## config.mk

```make
export PLATFORM = sky130hd
export DESIGN_NAME = relay_output_logic
export DESIGN_NICKNAME = d
export VERILOG_FILES = /design/src/verilog/input_polarity.v /design/src/verilog/relay_output_logic.v
export VERILOG_INCLUDE_DIRS = /design/src /design/src/verilog
export SDC_FILE = /design/constraint.sdc
export NUM_CORES = 1
export LEC_CHECK = 0
export ABC_AREA = 1
export BUFFER_PORTS_ARGS = -buffer_cell sky130_fd_sc_hd__buf_2
export CORE_MARGIN = 1
export CORE_UTILIZATION = 55
export CTS_CLUSTER_SIZE = 10
export DETAILED_ROUTE_END_ITERATION = 8
export PLACE_DENSITY = 0.74
export SKIP_LAST_GASP = 1
export SLEW_MARGIN = 20
export SYNTH_ARGS = -nofsm -noshare
export SYNTH_HDL_FRONTEND = slang
export SYNTH_SLANG_ARGS = --single-unit
export TNS_END_PERCENT = 1
```

## constraint.sdc

```tcl
create_clock -name CLOCK -period 3.1 [get_ports CLOCK]
set_input_delay 0.465 -clock CLOCK [delete_from_list [all_inputs] [get_ports CLOCK]]
set_output_delay 0.465 -clock CLOCK [all_outputs]
set_load 0.05 [all_outputs]
```

## src/verilog/relay_out_consts.vh

```
`ifndef RELAY_OUT_CONSTS_VH
`define RELAY_OUT_CONSTS_VH

// ==========================================
// Output response type codes
`define OUT_TYPE_DISABLED 3'h0
`define OUT_TYPE_NORMAL 3'h1
`define OUT_TYPE_INVERSE 3'h2
`define OUT_TYPE_LATCHED 3'h3
`define OUT_TYPE_INV_LATCHED 3'h4
`define OUT_TYPE_TOGGLE 3'h5
`define OUT_TYPE_RESET `OUT_TYPE_NORMAL

// ==========================================
// Input polarity codes
`define POL_NORMAL 2'h0
`define POL_INVERSE 2'h1
`define POL_TOGGLE 2'h2

// ==========================================
// Timing
`define CLOCK_HZ 50000000
`define TICK_MS 1
`define TICK_CYCLES ((`CLOCK_HZ / 1000) * `TICK_MS)
`define TOGGLE_RATE_MS_RESET 16'h01f4

`endif

```

## src/verilog/input_polarity.v

```verilog
`timescale 1ns/1ps
`default_nettype none
`include "relay_out_consts.vh"

module input_polarity (
	// Clock and reset
	input wire clk,
	input wire rst,
	// Configuration
	input wire [1:0] polarity,
	// Input and conditioned result
	input wire raw_in,
	output reg cond_out
);

	reg raw_prev_q;
	reg toggle_q;

	always @(posedge clk) begin
		if (rst) begin
			raw_prev_q <= 1'b0;
			toggle_q <= 1'b0;
		end else begin
			raw_prev_q <= raw_in;
			if (raw_in && !raw_prev_q) begin
				toggle_q <= ~toggle_q;
			end
		end
	end

	always @(posedge clk) begin
		if (rst) begin
			cond_out <= 1'b0;
		end else begin
			case (polarity)
			`POL_NORMAL: cond_out <= raw_in;
			`POL_INVERSE: cond_out <= ~raw_in;
			`POL_TOGGLE: cond_out <= toggle_q;
			default: cond_out <= raw_in;
			endcase
		end
	end

endmodule // input_polarity
`default_nettype wire

```

## src/verilog/relay_output_logic.v

```verilog
// Functional notes
// Relay has two positions; common joins either break or make contact.
// After reset the response type is normal.
// Normal: make while control ON, break while OFF.
// Latched: flip position on each OFF-to-ON control transition.
// Inverse latched: flip position on each ON-to-OFF control transition.
// Toggle: alternate position every toggle-rate milliseconds, default 500.
// Input polarity codes: 0 pass, 1 invert, 2 toggle.
// Toggle polarity inverts state on each rising raw input.
// Inverse: break while control ON, make while OFF.
// Type codes 0..5; disabled rests on break contact.
`timescale 1ns/1ps
`default_nettype none
`include "relay_out_consts.vh"

module relay_output_logic #(
	parameter TICK_CYCLES = `TICK_CYCLES,
	parameter RATE_W = 16
) (
	// Clock and reset
	input wire CLOCK,
	input wire RST,
	// Configuration
	input wire CFG_LOAD,
	input wire [2:0] CFG_OUT_TYPE,
	input wire [1:0] CFG_POLARITY,
	input wire [RATE_W-1:0] CFG_TOGGLE_RATE_MS,
	// Control input from pin
	input wire CTRL_IN,
	// Relay driver
	output reg MAKE_SEL,
	output wire BREAK_SEL,
	// Status
	output wire [2:0] OUT_TYPE,
	output wire CTRL_STATE
);

	// ==========================================
	// Configuration registers
	reg [2:0] type_q;
	reg [2:0] type_d;
	reg [1:0] pol_q;
	reg [1:0] pol_d;
	reg [RATE_W-1:0] rate_q;
	reg [RATE_W-1:0] rate_d;

	always @* begin
		type_d = type_q;
		pol_d = pol_q;
		rate_d = rate_q;
		if (CFG_LOAD) begin
			type_d = CFG_OUT_TYPE;
			pol_d = CFG_POLARITY;
			rate_d = CFG_TOGGLE_RATE_MS;
		end
	end

	always @(posedge CLOCK) begin
		if (RST) begin
			type_q <= `OUT_TYPE_RESET;
			pol_q <= `POL_NORMAL;
			rate_q <= `TOGGLE_RATE_MS_RESET;
		end else begin
			type_q <= type_d;
			pol_q <= pol_d;
			rate_q <= rate_d;
		end
	end

	assign OUT_TYPE = type_q;

	// ==========================================
	// Input synchroniser
	reg sync1_q;
	reg sync2_q;

	always @(posedge CLOCK) begin
		if (RST) begin
			sync1_q <= 1'b0;
			sync2_q <= 1'b0;
		end else begin
			sync1_q <= CTRL_IN;
			sync2_q <= sync1_q;
		end
	end

	// ==========================================
	// Polarity stage
	wire ctrl;

	input_polarity u_pol (
		.clk(CLOCK),
		.rst(RST),
		.polarity(pol_q),
		.raw_in(sync2_q),
		.cond_out(ctrl)
	);

	assign CTRL_STATE = ctrl;

	reg ctrl_prev_q;

	always @(posedge CLOCK) begin
		if (RST) begin
			ctrl_prev_q <= 1'b0;
		end else begin
			ctrl_prev_q <= ctrl;
		end
	end

	wire rise = ctrl && !ctrl_prev_q;
	wire fall = !ctrl && ctrl_prev_q;

	// ==========================================
	// Millisecond tick and toggle timer
	reg [31:0] tick_cnt_q;
	reg [31:0] tick_cnt_d;
	reg [RATE_W-1:0] ms_cnt_q;
	reg [RATE_W-1:0] ms_cnt_d;
	wire tick = (tick_cnt_q == TICK_CYCLES - 1);
	wire in_toggle = (type_q == `OUT_TYPE_TOGGLE);
	// Rate 0 runs as 1 ms
	wire period_done = tick && (ms_cnt_q + 1'b1 >= rate_q);

	always @* begin
		tick_cnt_d = tick_cnt_q + 32'h1;
		ms_cnt_d = ms_cnt_q;
		if (!in_toggle) begin
			// Timer restarts on each entry to toggle
			tick_cnt_d = 32'h0;
			ms_cnt_d = {RATE_W{1'b0}};
		end else if (period_done) begin
			tick_cnt_d = 32'h0;
			ms_cnt_d = {RATE_W{1'b0}};
		end else if (tick) begin
			tick_cnt_d = 32'h0;
			ms_cnt_d = ms_cnt_q + 1'b1;
		end
	end

	always @(posedge CLOCK) begin
		if (RST) begin
			tick_cnt_q <= 32'h0;
			ms_cnt_q <= {RATE_W{1'b0}};
		end else begin
			tick_cnt_q <= tick_cnt_d;
			ms_cnt_q <= ms_cnt_d;
		end
	end

	// ==========================================
	// Latch state
	reg latch_q;
	reg latch_d;

	always @* begin
		latch_d = latch_q;
		case (type_q)
		`OUT_TYPE_LATCHED: begin
			if (rise) begin
				latch_d = ~latch_q;
			end
		end
		`OUT_TYPE_INV_LATCHED: begin
			if (fall) begin
				latch_d = ~latch_q;
			end
		end
		`OUT_TYPE_TOGGLE: begin
			if (period_done) begin
				latch_d = ~latch_q;
			end
		end
		default: begin
			latch_d = latch_q;
		end
		endcase
	end

	always @(posedge CLOCK) begin
		if (RST) begin
			latch_q <= 1'b0;
		end else begin
			latch_q <= latch_d;
		end
	end

	// ==========================================
	// Contact selection
	reg make_d;

	always @* begin
		case (type_q)
		`OUT_TYPE_DISABLED: begin
			make_d = 1'b0;
		end
		`OUT_TYPE_NORMAL: begin
			make_d = ctrl;
		end
		`OUT_TYPE_INVERSE: begin
			make_d = ~ctrl;
		end
		`OUT_TYPE_LATCHED: begin
			make_d = latch_q;
		end
		`OUT_TYPE_INV_LATCHED: begin
			make_d = latch_q;
		end
		`OUT_TYPE_TOGGLE: begin
			make_d = latch_q;
		end
		default: begin
			make_d = 1'b0;
		end
		endcase
	end

	always @(posedge CLOCK) begin
		if (RST) begin
			MAKE_SEL <= 1'b0;
		end else begin
			MAKE_SEL <= make_d;
		end
	end

	// Exactly one contact joined to common
	assign BREAK_SEL = ~MAKE_SEL;

endmodule // relay_output_logic
`default_nettype wire
```

---- Word-level counts from Yosys, hierarchy flattened ----
Cells that the tools add are included.
word-level totals
  word-level logic and storage cells ...... 51
  output and inout port bits .............. 6
  memories kept ........................... 0
  ROM bits ................................ 0
  RAM bits ................................ 0
  bits in latches ......................... 0
  flip-flop bits (word level) ............. 77
  bits of input ports ..................... 25
cells by class
  equality and inequality tests ........... 11
  bitwise gates (word level) .............. 6
  shift operators ......................... 0
  reductions and logical operators ........ 12
  multiplexer cells ....................... 6
  $mul .................................... 0
  add/sub/neg operators ................... 2
  div/mod/pow operators ................... 0
  $lt $le $gt $ge ......................... 1
operators by type and width
  cell                   number
  $add 32x1->32 const B  1
  $eq 32x16->1 const B   1
  $add 16x1->16 const B  1
  $ge 16x16->1           1
  $eq 3x2->1 const B     2
  $eq 3x3->1 const B     2
  $not 1->1              6
  $pmux 1 s3             2
  $reduce_or 3->1        2
  $logic_and 1x1->1      4
  $ne 2x2->1 const B     2
  $reduce_and 4->1       1
  $reduce_or 4->1        1
  $eq 3x1->1 const B     1
  $logic_not 1->1        3
  $mux 1                 3
  $reduce_bool 3->1      1
  $eq 2x1->1 const B     1
  $eq 2x2->1 const B     1
  $ne 2x1->1 const B     1
  $pmux 1 s2             1

---- Logic depth before layout (Yosys ltp) ----
  depth after elaboration ................. 5
  gate-level depth with buffers ........... 18
  depth with buffers taken out ............ 18

---- Modules after synthesis ----
Synthesis repeated with hierarchy kept, for this count alone.
second synthesis, totals
  cells, all modules ...................... 635
  area total of the unflattened synthesis .. 4274.1 µm²
by module, submodules not included
  module              times used  area each (µm²)  seq. area each (µm²)  cells an instance
  relay_output_logic  1           4116.4           1481.4                613
  input_polarity      1           157.7            60.1                  22

---- Least setup slack after synthesis ----
No wires, ideal clock.
  kind .................................... flip-flop to flip-flop
  start ................................... register ms_cnt_q[5]
  end ..................................... register ms_cnt_q[9]
  setup time .............................. 0.070 ns
  path buffers ............................ 1
  period minus slack after synthesis ...... 2.248 ns
  slack ................................... 0.852 ns
  required time ........................... 3.030 ns
  cell stages (with the launch flop) ...... 17
  arrival ................................. 2.178 ns
  cell sequence ........................... dfxtp_1 > inv_1 > nor3_1 > nand2_1 > nor2_1 > xnor2_1 > inv_1 > ha_1 > a21oi_1 > nor2b_1 > nand2_1 > a21oi_1 > nand2_1 > nand2_1 > nand2_2 > buf_6 > a21oi_1
between the ends
  word-level cells in the longest chain between the ends .. 4
RTL lines
  element                           RTL line                                            source
  start: declaration                relay_output_logic.v:118                            reg [RATE_W-1:0] ms_cnt_q;
  start signal: assignment          relay_output_logic.v:144                            ms_cnt_q <= {RATE_W{1'b0}};
  start signal: assignment          relay_output_logic.v:147                            ms_cnt_q <= ms_cnt_d;
  $add 16x1->16 (*)                 relay_output_logic.v:123, relay_output_logic.v:137
  $ge 16x16->1                      relay_output_logic.v:123                            wire period_done = tick && (ms_cnt_q + 1'b1 >= rate_q);
  $logic_and 1x1->1                 relay_output_logic.v:123
  $reduce_or 3->1 (no source line)  --
Mark *: on every way between the ends. The rest lies on a longest branch, timed or not.
A chain may end at the register's enable or synchronous reset.

---- Worst setup path in the final report ----
  start ................................... register ms_cnt_q[2]
  end ..................................... register ms_cnt_q[9]
Same word-level chain as after synthesis.

==> run summary <==
The flow ran to the end, and the final reports show no timing, DRC or antenna violations. In this run the cell area measured after placement is 4490 um^2. The total CTS buffers was 9; the maximum buffer depth of the clock tree was 2. The maximum clock frequency came out at 388 MHz. The share of cells above drive strength 1 came out at 10.8%. The H-tree was split into 3 levels.

Via count of the first global-routing pass: 3675. The floorplan step defined a die boundary enclosing 8160 um^2. STA puts the critical path data arrival time at 2860 ps.

The DRC marker count from the first detailed-route iteration is 151, and the total instance count after detailed placement is 742. The logs give 7410 um^2 for the area inside the core boundary and 0 for the post-detailed-route DRC marker count. Setup violations remaining at the end of the flow were counted as 0.

The logs give 536 uW for the switching power of the nets and 7.6% for the combinational share of power. The number of placed I/O pins was 31; the number of different library cells in the post-synthesis netlist was 28. The vertical die dimension works out to 90.4 um. The per-cell via count in the routed design is 5.13, and the power share of the sequential group is 53.9%. The cell at the root of the clock tree was sky130_fd_sc_hd__clkbuf_8. Clock-pin slew was measured on the worst setup and hold paths at 100 ps. The number of slew-limit violations in the final report was 0; the share of synthesized area occupied by flip-flops and latches was 35.9%.

Summed over all nets, the half-perimeter wirelength after detailed placement is 7070 um. Final-stage net count: 699. At the pin with the least slew margin, the transition time is 785 ps. After synthesis the netlist holds a flip-flop and latch count of 77.

The final-layout fill cell count was 714. The run gives 77 as the count of clock tree sinks. The count of nets left with antenna violations once routing finished came out at 0. The summed instance area of the synthesized netlist is 4290 um^2, and the width of the die is 90.4 um. The worst slew margin relative to its limit came out at 47.2%.

For this run, the number of standard cells in the final layout without fillers is 758. Dividing total power by cell area gives a power density of 407 nW/um^2. The combined area of the multi-input logic cells is 2280 um^2, and the part of the cycle the worst path needs is 83.2%. The Yosys step of the flow raised 0 warnings. The via count of the routed design was 3886. The global-route usage over all layers is 24.0%. The first detailed-routing pass ran for 6 iterations.

The design internal power is 1.37 mW. IR analysis of the VDD net gives a maximum drop of 0.354 mV. The number of nets handed over by synthesis was 669.

After detailed routing, the average wire length per cell comes to 12.2 um. Of all nets on the critical path, the largest fanout is 16. The run gives 624 as the number of standard cells after synthesis. The sum of overflow across all layers after global routing was 0; the total of hold buffers inserted after clock tree synthesis was 0. 0 antenna diodes ended up in the layout. Setup repair after global routing left no endpoint under its margin.

The floorplan has 31 rows. Clock latency on the worst-skew pair, taken at its later pin, is 360 ps. The smallest clock period supported by the final layout is computed as 2580 ps. The post-synthesis average cell area works out to 6.88 um^2. The initial utilization of the core area, before any placement, comes to 58.0%.

The worst setup path is launched from a flip-flop. The worst setup path is captured at a flip-flop. The tools report the number of post-CTS setup repair buffers as 0. For the maximum number of pins on one net before global-route repair, the log shows 28. The tightest min-delay check is of the input port to flip-flop type.

The clock network burns 38.5% of the power. The tools report the routability-driven placement congestion ratio as 0.928. In the final timing run, aggregate negative setup slack is 0 ps. The logs give 4680 um^2 for the final standard cell area without fillers and 2.05 nW for the total leakage power. The logs give 0 for the initial antenna violation count and 14.3 ps for the worst-case clock skew.

The wire length of the first global-routing pass was 15900 um; the sum of routed wire length over all layers was 9250 um. In this run switching power makes up 28.1% of total power. The count of buffers from port buffering is 30. The layout overhead on the synthesized area is 9.00%. Max-cap violations in this run came to 0.

The number of gates resized after CTS was 0. TritonCTS built the clock tree. At the worst endpoint, the required time is 3380 ps. For the area occupied by registers, the log shows 1540 um^2.

The type of the worst setup path is flip-flop to flip-flop. Number of hold-slack violations in the final timing report: 0.
cell usage after synthesis:
cell	count	share of area, %
sky130_fd_sc_hd__nand2_1	137	12
sky130_fd_sc_hd__inv_1	101	8.8
sky130_fd_sc_hd__dfxtp_1	77	36
sky130_fd_sc_hd__nor2_1	68	5.9
sky130_fd_sc_hd__a21oi_1	50	5.8
sky130_fd_sc_hd__nand3_1	32	3.7
sky130_fd_sc_hd__o21ai_0	28	3.3
sky130_fd_sc_hd__xor2_1	25	5.1
sky130_fd_sc_hd__ha_1	20	5.8
sky130_fd_sc_hd__nor3_1	18	2.1
sky130_fd_sc_hd__nand4_1	15	2.2
sky130_fd_sc_hd__xnor2_1	7	1.4
sky130_fd_sc_hd__inv_2	6	0.52
sky130_fd_sc_hd__clkbuf_1	5	0.44
sky130_fd_sc_hd__nor2_4	5	1.3
sky130_fd_sc_hd__nor4_1	5	0.73
sky130_fd_sc_hd__buf_6	4	1.0
sky130_fd_sc_hd__nand2_2	4	0.58
sky130_fd_sc_hd__nand3_2	3	0.70
sky130_fd_sc_hd__or2_2	3	0.44
sky130_fd_sc_hd__buf_2	2	0.23
sky130_fd_sc_hd__nor2_2	2	0.29
sky130_fd_sc_hd__o21bai_1	2	0.35
sky130_fd_sc_hd__a22o_1	1	0.20
sky130_fd_sc_hd__a31oi_1	1	0.15
sky130_fd_sc_hd__nand2b_4	1	0.32
sky130_fd_sc_hd__nor2b_1	1	0.15
sky130_fd_sc_hd__o21bai_4	1	0.44
power groups by stage:
stage / registers, mW / clock network (mW) / logic [mW]
after floorplan: 1.07 / 0 / 0.0877
after CTS: 1.03 / 0.752 / 0.146
after detailed placement: 1.05 / 0 / 0.145
after global routing: 1.03 / 0.793 / 0.164
final: 1.03 / 0.735 / 0.145
after global placement: 1.05 / 0 / 0.140
final timing paths:
| kind | start | endpoint | slack [ps] | cells past startpoint |
|---|---|---|---|---|
| worst max-delay path | ms_cnt_q[2] | ms_cnt_q[9] | 520 | 16 |
| worst min-delay path | CTRL_IN | sync1_q | 300 | 3 |
| worst max register to register | ms_cnt_q[2] | ms_cnt_q[9] | 520 | 16 |
| worst min register to register | sync1_q | sync2_q | 410 | 2 |
per-layer routing:
layer | global-route usage (%) | vias to the layer above | wire, um
met2 | 43.2 | 74 | 4680
met4 | 11.6 | 0 | 284
met1 | 27.4 | 1758 | 3960
li1 | - | 2030 | -
met5 | 0 | - | 0
met3 | 4.21 | 24 | 325
worst max-delay path, stage by stage, from the launching register on:
cell and delay, ps:
sky130_fd_sc_hd__dfxtp_1 410, sky130_fd_sc_hd__nand3_1 140, sky130_fd_sc_hd__inv_1 110, sky130_fd_sc_hd__nand3_1 120, sky130_fd_sc_hd__nor2_1 150, sky130_fd_sc_hd__xor2_1 150
sky130_fd_sc_hd__inv_1 80, sky130_fd_sc_hd__ha_1 290, sky130_fd_sc_hd__nand2_1 70, sky130_fd_sc_hd__inv_1 30, sky130_fd_sc_hd__o21ai_0 170, sky130_fd_sc_hd__nand2_1 80
sky130_fd_sc_hd__a21oi_1 120, sky130_fd_sc_hd__nand2_1 100, sky130_fd_sc_hd__nand2_1 80, sky130_fd_sc_hd__nand2_2 200, sky130_fd_sc_hd__a21oi_1 200
registers in the layout, indices dropped and copies added, names as in the netlist, 2 cells and up:
name        flops
tick_cnt_q     32
ms_cnt_q       16
rate_q         16
OUT_TYPE        3
pol_q           2
cell usage in the layout, fill, tap and decap left out:
master / instances
sky130_fd_sc_hd__nor4_1: 5
sky130_fd_sc_hd__inv_6: 4
sky130_fd_sc_hd__nor2_1: 68
sky130_fd_sc_hd__clkinv_4: 1
sky130_fd_sc_hd__nor2_4: 5
sky130_fd_sc_hd__nand3_2: 3
sky130_fd_sc_hd__a22o_1: 1
sky130_fd_sc_hd__a31oi_1: 1
sky130_fd_sc_hd__xnor2_1: 7
sky130_fd_sc_hd__inv_2: 6
sky130_fd_sc_hd__clkinvlp_4: 1
sky130_fd_sc_hd__o21bai_1: 2
sky130_fd_sc_hd__nand4_1: 15
sky130_fd_sc_hd__nand2b_4: 1
sky130_fd_sc_hd__nand3_1: 32
sky130_fd_sc_hd__dfxtp_1: 77
sky130_fd_sc_hd__or2_2: 3
sky130_fd_sc_hd__nand2_1: 137
sky130_fd_sc_hd__buf_2: 30
sky130_fd_sc_hd__a21oi_1: 50
sky130_fd_sc_hd__inv_1: 101
sky130_fd_sc_hd__nor2b_1: 1
sky130_fd_sc_hd__xor2_1: 25
sky130_fd_sc_hd__nor3_1: 18
sky130_fd_sc_hd__o21ai_0: 28
sky130_fd_sc_hd__ha_1: 20
sky130_fd_sc_hd__inv_8: 1
sky130_fd_sc_hd__o21bai_4: 1
sky130_fd_sc_hd__nand2_2: 4
sky130_fd_sc_hd__clkbuf_8: 9
sky130_fd_sc_hd__nor2_2: 2
logic make-up (layout without fill, tap and decap cells):
| kind of cell | Yosys count | in the layout | share of synthesized area, % |
|---|---|---|---|
| and+or+nand+nor | 294 | 294 | 30.4 |
| buffers and inverters | 118 | 153 | 11.1 |
| AOI/OAI and AO/OA | 83 | 83 | 10.2 |
| DFF | 77 | 77 | 35.9 |
| xor gates and xnor gates | 32 | 32 | 6.53 |
| adders and majority gates | 20 | 20 | 5.83 |
through the flow:
stage	hold WS [ps]	total power [mW]	util, %	setup WS, ps
2_1_floorplan	388	1.15	-	852
3_3_place_gp	391	1.19	60.7	653
3_5_place_dp	400	1.20	60.7	591
4_1_cts	282	1.92	63.2	542
5_1_grt	289	1.99	63.2	201
6_report	296	1.91	63.2	522
area by class of cell:
type	instances	share of cell area, %
multi-input cells	429	48.6
flip-flops and latches	77	32.9
inverters	107	8.58
repair buffers	30	3.21
clock buffers	9	2.65
well taps	99	2.65
clock inverters	7	1.34
Power figures use the tool's default switching activity.
